**src/ptpwm_pkg.sv**
```systemverilog
/*
 * Constants, field layouts and carrier types shared by the period timer
 * and PWM time base and by its prescale helper.
 * Assumes a single system clock; the instruction rate is one quarter of it.
 */
`default_nettype none

package ptpwm_pkg;

    localparam int ADDR_W = 3;
    localparam int DATA_W = 8;

    // register offsets on the plain register port
    localparam logic [2:0] OFS_COUNTER  = 3'h0;
    localparam logic [2:0] OFS_LIMIT    = 3'h1;
    localparam logic [2:0] OFS_CONTROL  = 3'h2;
    localparam logic [2:0] OFS_DUTY_LOW = 3'h3;
    localparam logic [2:0] OFS_PWM_CTL  = 3'h4;
    localparam logic [2:0] OFS_SHADOW   = 3'h5;
    localparam logic [2:0] OFS_FLAGS    = 3'h6;
    localparam logic [2:0] OFS_MASK     = 3'h7;

    // reset values
    localparam logic [7:0] COUNTER_RESET = 8'h00;
    localparam logic [7:0] LIMIT_RESET   = 8'hFF;
    localparam logic [7:0] CONTROL_RESET = 8'h00;
    localparam logic [7:0] PWM_CTL_RESET = 8'h00;
    localparam logic [7:0] DUTY_RESET    = 8'h00;
    localparam logic [7:0] FLAGS_RESET   = 8'h00;
    localparam logic [7:0] MASK_RESET    = 8'h00;
    localparam logic [1:0] FRAC_RESET    = 2'h0;
    localparam logic [3:0] SCALE_RESET   = 4'h0;

    // implemented bits of each register, others read as zero
    localparam logic [7:0] CONTROL_MASK = 8'h7F;
    localparam logic [7:0] PWM_CTL_MASK = 8'h3F;
    localparam logic [7:0] FLAGS_MASK   = 8'h02;

    // field positions
    localparam int FLAG_MATCH_BIT = 1;
    localparam logic [1:0] PWM_MODE_CODE = 2'h3;

    // quarter-cycle phase and prescaler terminal counts
    localparam logic [1:0] QUARTER_LAST  = 2'h3;
    localparam logic [3:0] PRE_LAST_DIV1  = 4'h0;
    localparam logic [3:0] PRE_LAST_DIV4  = 4'h3;
    localparam logic [3:0] PRE_LAST_DIV16 = 4'hF;

    typedef enum logic [1:0] {
        PTPWM_DIV1,
        PTPWM_DIV4,
        PTPWM_DIV16
    } ptpwm_div_type;

    typedef struct packed {
        logic                wr;
        logic                rd;
        logic [ADDR_W-1:0]   addr;
        logic [DATA_W-1:0]   wdata;
    } ptpwm_bus_type;

    typedef struct packed {
        logic       spare;
        logic [3:0] postscale_select;
        logic       timer_run;
        logic [1:0] prescale_select;
    } ptpwm_ctrl_type;

    typedef struct packed {
        logic [1:0] spare;
        logic       duty_fraction_bit_hi;
        logic       duty_fraction_bit_lo;
        logic [1:0] mode_hi;
        logic [1:0] mode_lo;
    } ptpwm_unit_type;

    function automatic ptpwm_div_type ptpwm_decode_div(
        input logic [1:0] sel
    );
        ptpwm_div_type d;
        if (sel[1])
            d = PTPWM_DIV16;
        else if (sel[0])
            d = PTPWM_DIV4;
        else
            d = PTPWM_DIV1;
        return d;
    endfunction

    function automatic logic [3:0] ptpwm_div_last(
        input ptpwm_div_type d
    );
        logic [3:0] last;
        case (d)
            PTPWM_DIV4:  last = PRE_LAST_DIV4;
            PTPWM_DIV16: last = PRE_LAST_DIV16;
            default:     last = PRE_LAST_DIV1;
        endcase
        return last;
    endfunction

endpackage

`default_nettype wire

```
**src/ptpwm_prescale.sv**
```systemverilog
/*
 * Quarter-cycle phase and selectable prescaler of the period timer.
 * Assumes the clear input is a one-cycle strobe from the register logic.
 */
`timescale 1ns/1ns
`default_nettype none

module ptpwm_prescale
    import ptpwm_pkg::*;
(
    input  wire logic       clock_i,
    input  wire logic       nrst_i,
    input  wire logic       clear_i,
    input  wire logic       run_i,
    input  wire logic [1:0] select_i,
    output logic            tick_o,
    output logic [1:0]      frac_o
);

    logic [1:0]    quarter_reg;
    logic [3:0]    pre_reg;
    ptpwm_div_type div;
    logic          instr_tick;

    assign div        = ptpwm_decode_div(select_i);
    assign instr_tick = (quarter_reg == QUARTER_LAST);

    // the phase runs free; only the prescale count is cleared
    always_ff @(posedge clock_i or negedge nrst_i)
    begin
        if (!nrst_i)
            quarter_reg <= FRAC_RESET;
        else
            quarter_reg <= quarter_reg + 2'h1;
    end

    always_ff @(posedge clock_i or negedge nrst_i)
    begin
        if (!nrst_i)
            pre_reg <= SCALE_RESET;
        else if (clear_i)
            pre_reg <= SCALE_RESET;
        else if (run_i && instr_tick)
        begin
            if (pre_reg >= ptpwm_div_last(div))
                pre_reg <= SCALE_RESET;
            else
                pre_reg <= pre_reg + 4'h1;
        end
    end

    assign tick_o = run_i && !clear_i && instr_tick
                    && (pre_reg >= ptpwm_div_last(div));

    // two extra duty bits below the counter
    always_comb
    begin
        case (div)
            PTPWM_DIV4:  frac_o = pre_reg[1:0];
            PTPWM_DIV16: frac_o = pre_reg[3:2];
            default:     frac_o = quarter_reg;
        endcase
    end

endmodule

`default_nettype wire

```
**src/ptpwm_timer.sv**
```systemverilog
/*
 * Period timer with prescaler, postscaler, match interrupt and a
 * single-channel PWM that uses the timer as its time base.
 * Assumes a register master on the plain port that holds each strobe for
 * one cycle, never raises both strobes together and takes read data in
 * the cycle after the read strobe.
 */
// Behaviour
// counter ticks at quarter clock rate divided by one, four or sixteen
// prescale code 00 divides by one, 01 by four, 1x by sixteen
// counter matches pass a 4-bit postscaler that sets the match flag
// postscale ratio equals the four-bit select value plus one
// reset clears the counter and loads the period limit with all ones
// counter and period limit are readable and writable at any time
// counter write, control write or reset clear prescale and postscale
// a control write leaves the counter value unchanged
// control bit 2 runs the timer; bit 7 always reads zero
// timer serves as the period time base in PWM mode
// duty is double buffered in shadow byte plus 2-bit latch
// pin clears when buffered 10-bit duty equals counter with low bits
// duty beyond the period never clears the pin that period
// software sets period, duty, pin direction, timer, then PWM mode
// counter increments per tick and wraps to zero after equalling limit
// on period match pin goes high unless duty zero; duty reloads
`timescale 1ns/1ns
`default_nettype none

module ptpwm_timer
    import ptpwm_pkg::*;
(
    input  wire logic          clock_i,
    input  wire logic          nrst_i,
    input  wire ptpwm_bus_type bus_i,
    output logic [7:0]         rdata_o,
    output logic               irq_o,
    output logic               match_pulse_o,
    output logic               pwm_output_pin_o,
    output logic               pwm_mode_o
);

    logic [7:0]     period_counter_reg;
    logic [7:0]     period_counter_next;
    logic [7:0]     period_limit_reg;
    ptpwm_ctrl_type timer_control_reg;
    ptpwm_unit_type pwm_unit_control_reg;
    logic [7:0]     duty_low_byte_reg;
    logic [7:0]     duty_shadow_byte_reg;
    logic [1:0]     duty_latch_reg;
    logic [3:0]     post_reg;
    logic [3:0]     post_next;
    logic [7:0]     peripheral_flags_1_reg;
    logic [7:0]     peripheral_flags_1_next;
    logic [7:0]     irq_mask_reg;
    logic [7:0]     rdata_reg;
    logic           match_pulse_reg;
    logic           pin_reg;
    logic           pin_next;

    logic           wr_counter;
    logic           wr_limit;
    logic           wr_control;
    logic           wr_duty_low;
    logic           wr_pwm_ctl;
    logic           wr_shadow;
    logic           wr_mask;
    logic           rd_flags;
    logic           scale_clear;
    logic           tick;
    logic [1:0]     frac;
    logic           period_match;
    logic           post_event;
    logic           pwm_mode;
    logic [9:0]     duty_next;
    logic [9:0]     duty_live;
    logic [9:0]     time_live;
    logic [7:0]     rdata_next;

    // ------------------------------------------------------------------
    // register port decode
    // ------------------------------------------------------------------
    always_comb
    begin
        wr_counter  = 1'b0;
        wr_limit    = 1'b0;
        wr_control  = 1'b0;
        wr_duty_low = 1'b0;
        wr_pwm_ctl  = 1'b0;
        wr_shadow   = 1'b0;
        wr_mask     = 1'b0;
        if (bus_i.wr)
        begin
            if (bus_i.addr == OFS_COUNTER)
                wr_counter = 1'b1;
            else if (bus_i.addr == OFS_LIMIT)
                wr_limit = 1'b1;
            else if (bus_i.addr == OFS_CONTROL)
                wr_control = 1'b1;
            else if (bus_i.addr == OFS_DUTY_LOW)
                wr_duty_low = 1'b1;
            else if (bus_i.addr == OFS_PWM_CTL)
                wr_pwm_ctl = 1'b1;
            else if (bus_i.addr == OFS_SHADOW)
                wr_shadow = 1'b1;
            else if (bus_i.addr == OFS_MASK)
                wr_mask = 1'b1;
        end
    end

    assign rd_flags    = bus_i.rd && (bus_i.addr == OFS_FLAGS);
    assign scale_clear = wr_counter || wr_control;

    // PWM mode selects the timer as its period time base
    assign pwm_mode =
        (pwm_unit_control_reg.mode_hi == PWM_MODE_CODE);

    // ------------------------------------------------------------------
    // prescaler and quarter-cycle phase
    // ------------------------------------------------------------------
    ptpwm_prescale u_prescale
    (
        .clock_i  (clock_i),
        .nrst_i   (nrst_i),
        .clear_i  (scale_clear),
        .run_i    (timer_control_reg.timer_run),
        .select_i (timer_control_reg.prescale_select),
        .tick_o   (tick),
        .frac_o   (frac)
    );

    // ------------------------------------------------------------------
    // period counter
    // ------------------------------------------------------------------
    // a software write beats a tick in the same cycle, so a write never
    // produces a stray match pulse
    always_comb
    begin
        period_counter_next = period_counter_reg;
        period_match        = 1'b0;
        if (wr_counter)
            period_counter_next = bus_i.wdata;
        else if (tick)
        begin
            if (period_counter_reg == period_limit_reg)
            begin
                period_counter_next = COUNTER_RESET;
                period_match        = 1'b1;
            end
            else
                period_counter_next = period_counter_reg + 8'h01;
        end
    end

    always_ff @(posedge clock_i or negedge nrst_i)
    begin
        if (!nrst_i)
            period_counter_reg <= COUNTER_RESET;
        else
            period_counter_reg <= period_counter_next;
    end

    always_ff @(posedge clock_i or negedge nrst_i)
    begin
        if (!nrst_i)
            period_limit_reg <= LIMIT_RESET;
        else if (wr_limit)
            period_limit_reg <= bus_i.wdata;
    end

    always_ff @(posedge clock_i or negedge nrst_i)
    begin
        if (!nrst_i)
            timer_control_reg <= CONTROL_RESET;
        else if (wr_control)
            timer_control_reg <= bus_i.wdata & CONTROL_MASK;
    end

    // ------------------------------------------------------------------
    // postscaler
    // ------------------------------------------------------------------
    always_comb
    begin
        post_next  = post_reg;
        post_event = 1'b0;
        if (scale_clear)
            post_next = SCALE_RESET;
        else if (period_match)
        begin
            if (post_reg >= timer_control_reg.postscale_select)
            begin
                post_next  = SCALE_RESET;
                post_event = 1'b1;
            end
            else
                post_next = post_reg + 4'h1;
        end
    end

    always_ff @(posedge clock_i or negedge nrst_i)
    begin
        if (!nrst_i)
            post_reg <= SCALE_RESET;
        else
            post_reg <= post_next;
    end

    // raw match pulse for neighbours that clock from the timer output
    always_ff @(posedge clock_i or negedge nrst_i)
    begin
        if (!nrst_i)
            match_pulse_reg <= 1'b0;
        else
            match_pulse_reg <= period_match;
    end

    // ------------------------------------------------------------------
    // interrupt flag and mask
    // ------------------------------------------------------------------
    // read clears; a terminal count in the same cycle still lands
    always_comb
    begin
        peripheral_flags_1_next = peripheral_flags_1_reg;
        if (rd_flags)
            peripheral_flags_1_next = FLAGS_RESET;
        if (post_event)
            peripheral_flags_1_next[FLAG_MATCH_BIT] = 1'b1;
    end

    always_ff @(posedge clock_i or negedge nrst_i)
    begin
        if (!nrst_i)
            peripheral_flags_1_reg <= FLAGS_RESET;
        else
            peripheral_flags_1_reg <= peripheral_flags_1_next & FLAGS_MASK;
    end

    always_ff @(posedge clock_i or negedge nrst_i)
    begin
        if (!nrst_i)
            irq_mask_reg <= MASK_RESET;
        else if (wr_mask)
            irq_mask_reg <= bus_i.wdata & FLAGS_MASK;
    end

    assign irq_o = |(peripheral_flags_1_reg & irq_mask_reg);

    // ------------------------------------------------------------------
    // PWM duty buffering
    // ------------------------------------------------------------------
    always_ff @(posedge clock_i or negedge nrst_i)
    begin
        if (!nrst_i)
            duty_low_byte_reg <= DUTY_RESET;
        else if (wr_duty_low)
            duty_low_byte_reg <= bus_i.wdata;
    end

    always_ff @(posedge clock_i or negedge nrst_i)
    begin
        if (!nrst_i)
            pwm_unit_control_reg <= PWM_CTL_RESET;
        else if (wr_pwm_ctl)
            pwm_unit_control_reg <= bus_i.wdata & PWM_CTL_MASK;
    end

    assign duty_next = {duty_low_byte_reg,
                        pwm_unit_control_reg.duty_fraction_bit_hi,
                        pwm_unit_control_reg.duty_fraction_bit_lo};

    // shadow is only taken at a period boundary in PWM mode, so a duty written
    // mid-period never reaches the comparator before the next period starts
    always_ff @(posedge clock_i or negedge nrst_i)
    begin
        if (!nrst_i)
        begin
            duty_shadow_byte_reg <= DUTY_RESET;
            duty_latch_reg       <= FRAC_RESET;
        end
        else if (pwm_mode && period_match)
        begin
            duty_shadow_byte_reg <= duty_next[9:2];
            duty_latch_reg       <= duty_next[1:0];
        end
        else if (!pwm_mode && wr_shadow)
            duty_shadow_byte_reg <= bus_i.wdata;
    end

    assign duty_live = {duty_shadow_byte_reg, duty_latch_reg};
    assign time_live = {period_counter_reg, frac};

    // ------------------------------------------------------------------
    // PWM pin
    // ------------------------------------------------------------------
    // a duty longer than the period never matches, so the pin stays high;
    // set lags the wrap by one cycle like the clear lags the compare, so
    // the high time equals the duty count exactly
    always_comb
    begin
        pin_next = pin_reg;
        if (!pwm_mode)
            pin_next = 1'b0;
        else if (match_pulse_reg)
            pin_next = (duty_live != 10'h000);
        else if (duty_live == time_live)
            pin_next = 1'b0;
    end

    always_ff @(posedge clock_i or negedge nrst_i)
    begin
        if (!nrst_i)
            pin_reg <= 1'b0;
        else
            pin_reg <= pin_next;
    end

    // ------------------------------------------------------------------
    // read data, one cycle after the read strobe
    // ------------------------------------------------------------------
    always_comb
    begin
        rdata_next = 8'h00;
        if (bus_i.addr == OFS_COUNTER)
            rdata_next = period_counter_reg;
        else if (bus_i.addr == OFS_LIMIT)
            rdata_next = period_limit_reg;
        else if (bus_i.addr == OFS_CONTROL)
            rdata_next = timer_control_reg & CONTROL_MASK;
        else if (bus_i.addr == OFS_DUTY_LOW)
            rdata_next = duty_low_byte_reg;
        else if (bus_i.addr == OFS_PWM_CTL)
            rdata_next = pwm_unit_control_reg & PWM_CTL_MASK;
        else if (bus_i.addr == OFS_SHADOW)
            rdata_next = duty_shadow_byte_reg;
        else if (bus_i.addr == OFS_FLAGS)
            rdata_next = peripheral_flags_1_reg;
        else if (bus_i.addr == OFS_MASK)
            rdata_next = irq_mask_reg;
    end

    // holds until the next read; the master samples it only once
    always_ff @(posedge clock_i or negedge nrst_i)
    begin
        if (!nrst_i)
            rdata_reg <= 8'h00;
        else if (bus_i.rd)
            rdata_reg <= rdata_next;
    end

    assign rdata_o          = rdata_reg;
    assign match_pulse_o    = match_pulse_reg;
    assign pwm_output_pin_o = pin_reg;
    assign pwm_mode_o       = pwm_mode;

endmodule

`default_nettype wire

```
**config.mk**
```make
export PLATFORM = sky130hd
export DESIGN_NAME = ptpwm_timer
export DESIGN_NICKNAME = d
export VERILOG_FILES = /design/src/ptpwm_pkg.sv /design/src/ptpwm_prescale.sv /design/src/ptpwm_timer.sv
export SDC_FILE = /design/constraint.sdc
export NUM_CORES = 1
export LEC_CHECK = 0
export BUFFER_PORTS_ARGS = -buffer_cell sky130_fd_sc_hd__buf_2
export CAP_MARGIN = 10
export CORE_UTILIZATION = 40
export CTS_BUF_LIST = sky130_fd_sc_hd__clkbuf_2 sky130_fd_sc_hd__clkbuf_4 sky130_fd_sc_hd__clkbuf_8
export CTS_CLUSTER_DIAMETER = 150
export DETAILED_ROUTE_END_ITERATION = 6
export PLACE_DENSITY = 0.59
export RECOVER_POWER = 25
export SKIP_LAST_GASP = 1
export SYNTH_ARGS = -nofsm -noshare
export SYNTH_HDL_FRONTEND = slang
export SYNTH_HIERARCHICAL = 1
export SYNTH_SLANG_ARGS = --single-unit
```
**constraint.sdc**
```tcl
create_clock -name clock_i -period 3.9 [get_ports clock_i]
set_input_delay 0.78 -clock clock_i [delete_from_list [all_inputs] [get_ports clock_i]]
set_output_delay 0.78 -clock clock_i [all_outputs]
set_load 0.1 [all_outputs]
```
==> impl_summary.txt, run 1 <==
----------------------------------------------------
[Synthesis]
  Cell taking the most area after synthesis ... sky130_fd_sc_hd__dfrtp_1
  Synthesized-area fraction occupied by adder cells ... 0.04131
  Synthesized area per cell ... 10.12 µm²
  Count of distinct cell types in the synthesized netlist ... 55
  Area fraction in compound gates after synthesis ... 0.1624
  Share of the synthesized area in the top cell type ... 0.3877
  FF+latch count, synth ... 69
  Synth warnings ... 6
  Synth Net Count ... between 400 and 500
  Xor/xnor share of the synthesized area ... 0.04226
  Part of the Yosys area used for sequential elements ... 0.4411
  Basic-gate share of the synthesized area counting and, or, nand and nor cells ... 0.1439
  Portion of netlist area occupied by mux cells ... 0.1198
  Number of synthesized flops with an enable pin ... 0
  Combinational family with the most area after synthesis ... compound AO/OA/AOI/OAI gates
  Fraction of synthesis flops using an asynchronous set or reset pin ... 1.000
  Largest cells by area after synthesis ... sky130_fd_sc_hd__dfrtp_1 39%, sky130_fd_sc_hd__mux2_2 8.3%, sky130_fd_sc_hd__dfstp_2 5.3%, sky130_fd_sc_hd__ha_1 4.1%, sky130_fd_sc_hd__o21ai_0 3.7%
  Post-synthesis cell area ... about 0.0039 mm²
  Cells after synthesis ... 389
  Leading register cell type out of synthesis ... sky130_fd_sc_hd__dfrtp_1

[Final layout]
  Diodes inserted ... 0
  Number of non-filler instances in the completed layout ... 545
  Filler Cell Count ... 915
  Area growth from synthesis to layout ... 11.03%
  Final standard cell utilization of the core ... 0.4665
  Number of nets in the finished design ... 439
  Share of post-route cells with drive strength above 1 ... 0.2212
  Final design area excluding fillers ... 0.004372 mm²

[STA]
  Total negative slack for setup checks ... 0 ps
  Final period util ... 0.7776
  Hold slack final ... 453.2 ps
  Max Clk Rate ... 329.8 MHz
  Slew HR ... -0.1635
  Final setup viols ... 0
  Slew Limit Fails ... 33
  Setup slack of the critical path after layout ... 867.5 ps
  Final critical path time including I/O delays and setup ... 3032 ps
  Count of endpoints failing hold in the final timing report ... 0
  Clock Skew ... 12.52 ps
  Unrepaired setup endpoints after global routing ... false
  Worst-margin pin slew ... 1745 ps

[Critical path]
  Origin of the critical flop-to-flop path ... timer_control_reg[1]
  Setup slack on the worst flop-to-flop path ... 870 ps
  Setup CP Type ... register to register
  Sequence of cells on the critical path ... or2_2 -> ha_1 -> nand2b_1 -> a2111oi_1 -> buf_4 -> nor4_2 -> and3_1 -> and3_1 -> nor2_1 -> a21o_1
  Worst r2r dst ... duty_shadow_byte_reg[7]
  Type of element capturing the critical path ... register
  Delay of the slowest critical-path stage ... approximately 530 ps
  Library cell contributing the largest single delay on the critical path ... sky130_fd_sc_hd__and3_1
  Worst path buffer plus inverter count ... 1
  Worst-case reg-to-reg path depth ... 10
  Peak fanout along the critical path ... 15
  Worst path arrival time ... 3260 ps
  Dominant delay contributor by cell family on the critical path ... simple AND/OR/NAND/NOR gates
  Req. time, crit path ... 4130 ps
  Crit start category ... register
  Most Frequent Cell on Critical Path ... sky130_fd_sc_hd__and3_1

[Routing]
  Number of detailed-routing iterations run before antenna repair ... 4
  Via count ... 3055
  Remaining antenna violation count ... 0
  Drt wl/cell ... ~19 µm
  Detailed-route wire length ... 10270 µm
  Number of vias per cell after detailed routing ... 5.606
  Detailed Route Iter0 Violations ... 309
  Count of unresolved DRC violations after routing ... 0

[Global routing]
  Overall overflow remaining after global route ... 0
  Maximum number of pins on one net before global-route repair ... 33
  Antenna violations before repair ... 0
  Via count of the first global-routing pass ... 2983
  Total GRT Usage ... 0.2206
  First-pass GRT wire length ... 16530 µm

[Floorplan]
  Placeable Area ... 0.009371 mm²
  Area enclosed by the die boundary ... 0.01024 mm²
  Row count ... 35
  Die Width ... 101.2 µm
  Die Span Y ... approximately 100 µm
  Effective utilization at floorplan ... 0.4202
  Top-Level Pins ... 27

[Clock network]
  Clock Path Buffers ... 2
  Clock transition at path regs ... approximately 70 ps
  Number of resized instances in the post-cts repair step ... 0
  Maximum level of the CTS H-tree ... 3
  Clk Latency, worst-skew pair ... 340 ps
  Postcts setup bufs ... 0
  CTS Buf Count ... 9
  Clock root buffer ... sky130_fd_sc_hd__clkbuf_8
  Hold-fix buffers at CTS ... 0
  Clock tree from TritonCTS ... yes
  Clock sink count ... between 60 and 70

[Placed design]
  Total placed cells including tap cells ... approximately 530
  Post-DP HPWL ... ~7400 µm
  Global placement routability congestion ... 0.9232
  Post-placement cell area ... 0.004169 mm²
  Pre-CTS WS ... 700.6 ps
  Count of buffers inserted at the top-level ports ... 26

[Power and ir drop]
  Leak ... 1.939 nW
  IR Drop Worst-Case VDD ... 0.3042 mV
  Final total power ... 2.367 mW
  Power Density ... between 500 and 600 mW/mm²

[Run]
  Number of maximum-capacitance violations ... 1

[Hold path]
  Hold_sp ... u_prescale/quarter_reg[0]
  Hold Crit Depth ... 1
  Endpoint of the worst hold path ... u_prescale/quarter_reg[0]
  Worst min-delay path category ... register to register

[Run status]
  Violations in the final reports ... max-capacitance violations, max-slew violations
  Result of the run ... complete, but fails checks

----------------------------------------------------
-- cell usage after synthesis, types with 3 or more instances --
cell type / n
sky130_fd_sc_hd__nor4_1: 8
sky130_fd_sc_hd__and3_1: 5
sky130_fd_sc_hd__a31oi_1: 5
sky130_fd_sc_hd__dfstp_2: 8
sky130_fd_sc_hd__xnor2_1: 5
sky130_fd_sc_hd__o21a_1: 3
sky130_fd_sc_hd__dfrtp_1: 61
sky130_fd_sc_hd__nor2b_1: 3
sky130_fd_sc_hd__a2bb2oi_1: 4
sky130_fd_sc_hd__nor3b_1: 6
sky130_fd_sc_hd__clkbuf_1: 12
sky130_fd_sc_hd__inv_1: 23
sky130_fd_sc_hd__a21o_1: 4
sky130_fd_sc_hd__mux2_2: 29
sky130_fd_sc_hd__o211a_1: 4
sky130_fd_sc_hd__nor3_1: 4
sky130_fd_sc_hd__nor2_1: 20
sky130_fd_sc_hd__o21ai_0: 29
sky130_fd_sc_hd__o221ai_1: 5
sky130_fd_sc_hd__nand2_1: 31
sky130_fd_sc_hd__mux2i_1: 7
sky130_fd_sc_hd__o31ai_1: 5
sky130_fd_sc_hd__buf_1: 4
sky130_fd_sc_hd__nand4_1: 4
sky130_fd_sc_hd__a22o_1: 5
sky130_fd_sc_hd__nand3_1: 11
sky130_fd_sc_hd__buf_6: 3
sky130_fd_sc_hd__a21oi_1: 16
sky130_fd_sc_hd__a22oi_1: 4
sky130_fd_sc_hd__ha_1: 13
sky130_fd_sc_hd__xor2_1: 14
sky130_fd_sc_hd__nand2b_1: 3
-- power breakdown --
part | switching [mW] | internal (mW)
sequential | 0.200 | 0.867
combinational | 0.424 | 0.291
clock | 0.276 | 0.310
-- final cells by class --
cell class,instances,area (µm²),area share
clock inverter,6,62.56,0.01431
tap,129,161.4,0.03692
timing repair buffer,32,170.2,0.03892
sequential,69,1737,0.3973
inverter,24,90.09,0.02061
multi-input combinational,275,2013,0.4605
clock buffer,10,137.6,0.03148
-- kinds of logic (layout without fill, tap and decap cells) --
family                     count (synthesis)  in the layout
muxes                                     40             40
xor gates and xnor gates                  19             19
adders and majority gates                 13             13
AOI/OAI and AO/OA                         96             96
and+or+nand+nor                          107            107
DFF                                       69             69
buffers and inverters                     45             72
-- cells in the final DEF (no fill, tap or decap), drive strengths merged, types with 3 or more instances in the layout --
master    synthesis  final
dfrtp            61     61
nand2            31     31
mux2             31     31
o21ai            29     29
buf               9     29
inv              23     23
nor2             20     20
a21oi            16     16
xor2             14     14
ha               13     13
clkbuf           12     13
nand3            11     11
dfstp             8      8
nor4              8      8
mux2i             7      7
nor3b             6      6
and3              5      5
o31ai             5      5
a22o              5      5
a31oi             5      5
o221ai            5      5
xnor2             5      5
nor3              5      5
a22oi             4      4
a21o              4      4
nand4             4      4
o211a             4      4
a2bb2oi           4      4
nor2b             3      3
o21a              3      3
nand2b            3      3
clkinvlp          0      3
nor4b             3      3
clkinv            1      3
-- worst max path at each step --
stage / startpoint / endpoint / slack, ps / cells after the start
6_report: timer_control_reg[1] / duty_shadow_byte_reg[7] / 870 / 10
5_1_grt: timer_control_reg[1] / duty_shadow_byte_reg[7] / 710 / 10
4_1_cts: timer_control_reg[1] / duty_shadow_byte_reg[7] / 870 / 10
3_5_place_dp: bus_i[10] / duty_shadow_byte_reg[5] / 700 / 9
3_3_place_gp: bus_i[10] / duty_shadow_byte_reg[7] / 800 / 9
2_1_floorplan: timer_control_reg[1] / duty_latch_reg[0] / 780 / 11
-- layer usage --
layer,GRT usage,part of all wire
met3,0.04969,0.060
met5,0,0
met2,0.3454,0.46
met1,0.2977,0.46
met4,0.08807,0.019
No activity file was read; power rests on OpenSTA's default activity.
==> run 2, diff against run 1 <==
- ABC_AREA: unset -> 1
- clock period: 3.9 -> 2.8 ns (I/O delays scaled with it)
==> impl_summary.txt, run 2 <==
----------------------------------------------------
[Run status]
  Result of the run ... complete, but fails checks
  Violations in the final reports ... max-capacitance violations, max-slew violations

[Clock network]
  Postcts setup bufs ... 0
  Number of resized instances in the post-cts repair step ... 0
  Clock tree from TritonCTS ... yes
  Clock transition at path regs ... 70 ps
  Clock root buffer ... sky130_fd_sc_hd__clkbuf_8
  Hold-fix buffers at CTS ... 0
  Clock Path Buffers ... 2
  Clock sink count ... 69
  CTS Buf Count ... 9
  Maximum level of the CTS H-tree ... 3
  Clk Latency, worst-skew pair ... around 360 ps

[Power and ir drop]
  Final total power ... 3.581 mW
  Cell-internal power ... approximately 2.2 mW
  Switch Pwr ... 1.384 mW
  Leak ... 2.336 nW
  Combinational share of power ... 0.310
  IR Drop Worst-Case VDD ... 0.3162 mV
  Clock power frac ... 0.286
  Flop pwr share ... 0.403
  Sw Share ... 0.3865
  Power Density ... a little under 800 mW/mm²

[STA]
  Final setup viols ... 0
  Hold slack final ... 437.6 ps
  Final critical path time including I/O delays and setup ... 2423 ps
  Unrepaired setup endpoints after global routing ... false
  Total negative slack for setup checks ... 0 ps
  Max Clk Rate ... 412.8 MHz
  Worst-margin pin slew ... 1648 ps
  Slew HR ... -0.09873
  Clock Skew ... 5.649 ps
  Slew Limit Fails ... 29
  Count of endpoints failing hold in the final timing report ... 0
  Final period util ... 0.8652

[Placed design]
  Count of buffers inserted at the top-level ports ... 26
  Post-DP HPWL ... 8602 µm
  Global placement routability congestion ... 0.8900
  Total placed cells including tap cells ... 687

[Synthesis]
  Area fraction in compound gates after synthesis ... 0.1156
  Most frequent cells after synthesis ... 156 x sky130_fd_sc_hd__nand2_1, 69 x sky130_fd_sc_hd__inv_1, 61 x sky130_fd_sc_hd__dfrtp_1, 47 x sky130_fd_sc_hd__nand3_1, 39 x sky130_fd_sc_hd__o21ai_0
  Cell with the most instances after synthesis ... sky130_fd_sc_hd__nand2_1
  Cells after synthesis ... roughly 540
  Synthesized area per cell ... between 7 and 8 µm²
  Synth Net Count ... around 570
  Combinational family with the most area after synthesis ... simple AND/OR/NAND/NOR gates
  FF+latch count, synth ... 69
  Synthesized-area fraction occupied by adder cells ... 0.04030
  Synth warnings ... 6
  Share of the synthesized area in the top cell type ... 0.3782
  Xor/xnor share of the synthesized area ... 0.02170
  Number of synthesized flops with an enable pin ... 0
  Basic-gate share of the synthesized area counting and, or, nand and nor cells ... 0.2979
  Cell taking the most area after synthesis ... sky130_fd_sc_hd__dfrtp_1
  Part of the Yosys area used for sequential elements ... 0.4303
  Largest cells by area after synthesis ... sky130_fd_sc_hd__dfrtp_1 38%, sky130_fd_sc_hd__nand2_1 15%, sky130_fd_sc_hd__inv_1 6.4%, sky130_fd_sc_hd__nand3_1 5.8%, sky130_fd_sc_hd__dfstp_2 5.2%
  Post-synthesis cell area ... 0.004036 mm²
  Fraction of synthesis flops using an asynchronous set or reset pin ... 1.000
  Leading register cell type out of synthesis ... sky130_fd_sc_hd__dfrtp_1
  Portion of netlist area occupied by mux cells ... 0
  Count of distinct cell types in the synthesized netlist ... 41

[Global routing]
  Total GRT Usage ... 0.2359
  Maximum number of pins on one net before global-route repair ... 42
  First-pass GRT wire length ... 18180 µm
  Overall overflow remaining after global route ... 0
  Via count of the first global-routing pass ... 3516
  Antenna violations before repair ... 0

[Run]
  Number of maximum-capacitance violations ... 1

[Hold path]
  Hold_sp ... bus_i[0]
  Worst min-delay path category ... input pin to register

[Floorplan]
  Die Width ... 102.5 µm
  Effective utilization at floorplan ... 0.4130
  Top-Level Pins ... 27
  Area enclosed by the die boundary ... between 0.01 and 0.015 mm²
  Die Span Y ... slightly above 100 µm
  Row count ... 36
  Placeable Area ... between 0.009 and 0.01 mm²

[Critical path]
  Origin of the critical flop-to-flop path ... timer_control_reg[1]
  Req. time, crit path ... 3090 ps
  Setup CP Type ... register to register
  Crit path from ... timer_control_reg[1]
  Peak fanout along the critical path ... 9
  Crit start category ... register
  Type of element capturing the critical path ... register
  Worst path arrival time ... 2720 ps

[Routing]
  Remaining antenna violation count ... 0
  Detailed Route Iter0 Violations ... 196
  Number of detailed-routing iterations run before antenna repair ... 5
  Detailed-route wire length ... 11090 µm
  Count of unresolved DRC violations after routing ... 0
  Via count ... around 3600
  Drt wl/cell ... 15.78 µm
  Number of vias per cell after detailed routing ... 5.166

[Final layout]
  Number of non-filler instances in the completed layout ... ~700
  Share of post-route cells with drive strength above 1 ... 0.1404
  Leading cell type in the layout, fill and taps excluded ... sky130_fd_sc_hd__nand2_1
  Area growth from synthesis to layout ... 12.40%
  Diodes inserted ... 0
  Combined area of the multi-input logic cells ... 0.001919 mm²
  Most used cells in the layout excluding fill and tap cells ... 156 x sky130_fd_sc_hd__nand2_1, 69 x sky130_fd_sc_hd__inv_1, 61 x sky130_fd_sc_hd__dfrtp_1
  Storage element area ... ~0.0017 mm²
  Number of nets in the finished design ... 593
  Filler Cell Count ... 1016

----------------------------------------------------
run 2: cell types whose count changed after synthesis, moves of 7 or more:
| cell | change |
|---|---|
| sky130_fd_sc_hd__inv_2 | +13 |
| sky130_fd_sc_hd__o21bai_1 | +8 |
| sky130_fd_sc_hd__nand3_1 | +36 |
| sky130_fd_sc_hd__nand4_1 | +11 |
| sky130_fd_sc_hd__o21ai_0 | +10 |
| sky130_fd_sc_hd__clkbuf_1 | -8 |
| sky130_fd_sc_hd__mux2i_1 | -7 |
| sky130_fd_sc_hd__inv_1 | +46 |
| sky130_fd_sc_hd__mux2_2 | -29 |
| sky130_fd_sc_hd__nor4_1 | -7 |
| sky130_fd_sc_hd__nor2_1 | +15 |
| sky130_fd_sc_hd__nand2_1 | +125 |
run 2: area by class of cell:
cell class | count | area share
tap | 133 | 0.03668
inverter | 83 | 0.06867
multi-input combinational | 374 | 0.4231
clock inverter | 4 | 0.02096
clock buffer | 12 | 0.03365
timing repair buffer | 28 | 0.03420
sequential | 69 | 0.3828
run 2: worst max-delay path, stage by stage (launching register included):
cell and delay (ps):
sky130_fd_sc_hd__dfrtp_1 440, sky130_fd_sc_hd__or2_1 250, sky130_fd_sc_hd__inv_1 70, sky130_fd_sc_hd__ha_1 300, sky130_fd_sc_hd__nand2_1 60, sky130_fd_sc_hd__nand2_1 50
sky130_fd_sc_hd__nand2_1 40, sky130_fd_sc_hd__nand3_1 170, sky130_fd_sc_hd__nand2_1 110, sky130_fd_sc_hd__inv_1 170, sky130_fd_sc_hd__nand3_2 230, sky130_fd_sc_hd__nor2_4 280
sky130_fd_sc_hd__nand3_1 110, sky130_fd_sc_hd__nand3_1 90
run 2: cell families (layout without fill, tap and decap cells):
kind of cell	after synthesis	in the layout
buffers and inverters	94	127
DFF	69	69
adders and majority gates	13	13
AOI/OAI and AO/OA	79	79
xor gates and xnor gates	10	10
and+or+nand+nor	272	272
run 2: final timing paths:
path / to / slack, ps / cells past startpoint
max: duty_shadow_byte_reg[1] / 380 / 13
min: duty_shadow_byte_reg[0] / 440 / 3
max reg2reg: duty_shadow_byte_reg[1] / 380 / 13
min reg2reg: u_prescale/quarter_reg[0] / 460 / 1
max in group asynchronous: period_limit_reg[2] / 1200 / 2
min in group asynchronous: u_prescale/pre_reg[3] / 610 / 1
run 2: per-layer routing:
layer / GRT usage / wire [µm] / up-vias
met2: 0.3544 / 4834 / 123
li1: - / - / 1789
met3: 0.03694 / 592 / 28
met5: 0 / 0 / -
met1: 0.3325 / 5313 / 1692
met4: 0.1099 / 352 / 0
run 2: through the flow:
stage | area [µm²] | setup WS (ps) | util
after floorplan | 4036 | 664.3 | -
after global placement | 4292 | 294.4 | 0.4391
after detailed placement | 4292 | 178.4 | 0.4391
after CTS | 4539 | 372.0 | 0.4644
after global routing | 4537 | 84.61 | 0.4642
final | 4537 | 377.4 | 0.4642
run 2: power by group through the flow:
stage / sequential [mW] / combinational, mW / clock [mW]
after floorplan: 1.52 / 0.731 / 0
after global placement: 1.46 / 1.08 / 0
after detailed placement: 1.46 / 1.10 / 0
after CTS: 1.44 / 1.11 / 1.03
after global routing: 1.47 / 1.26 / 1.07
final: 1.44 / 1.11 / 1.03
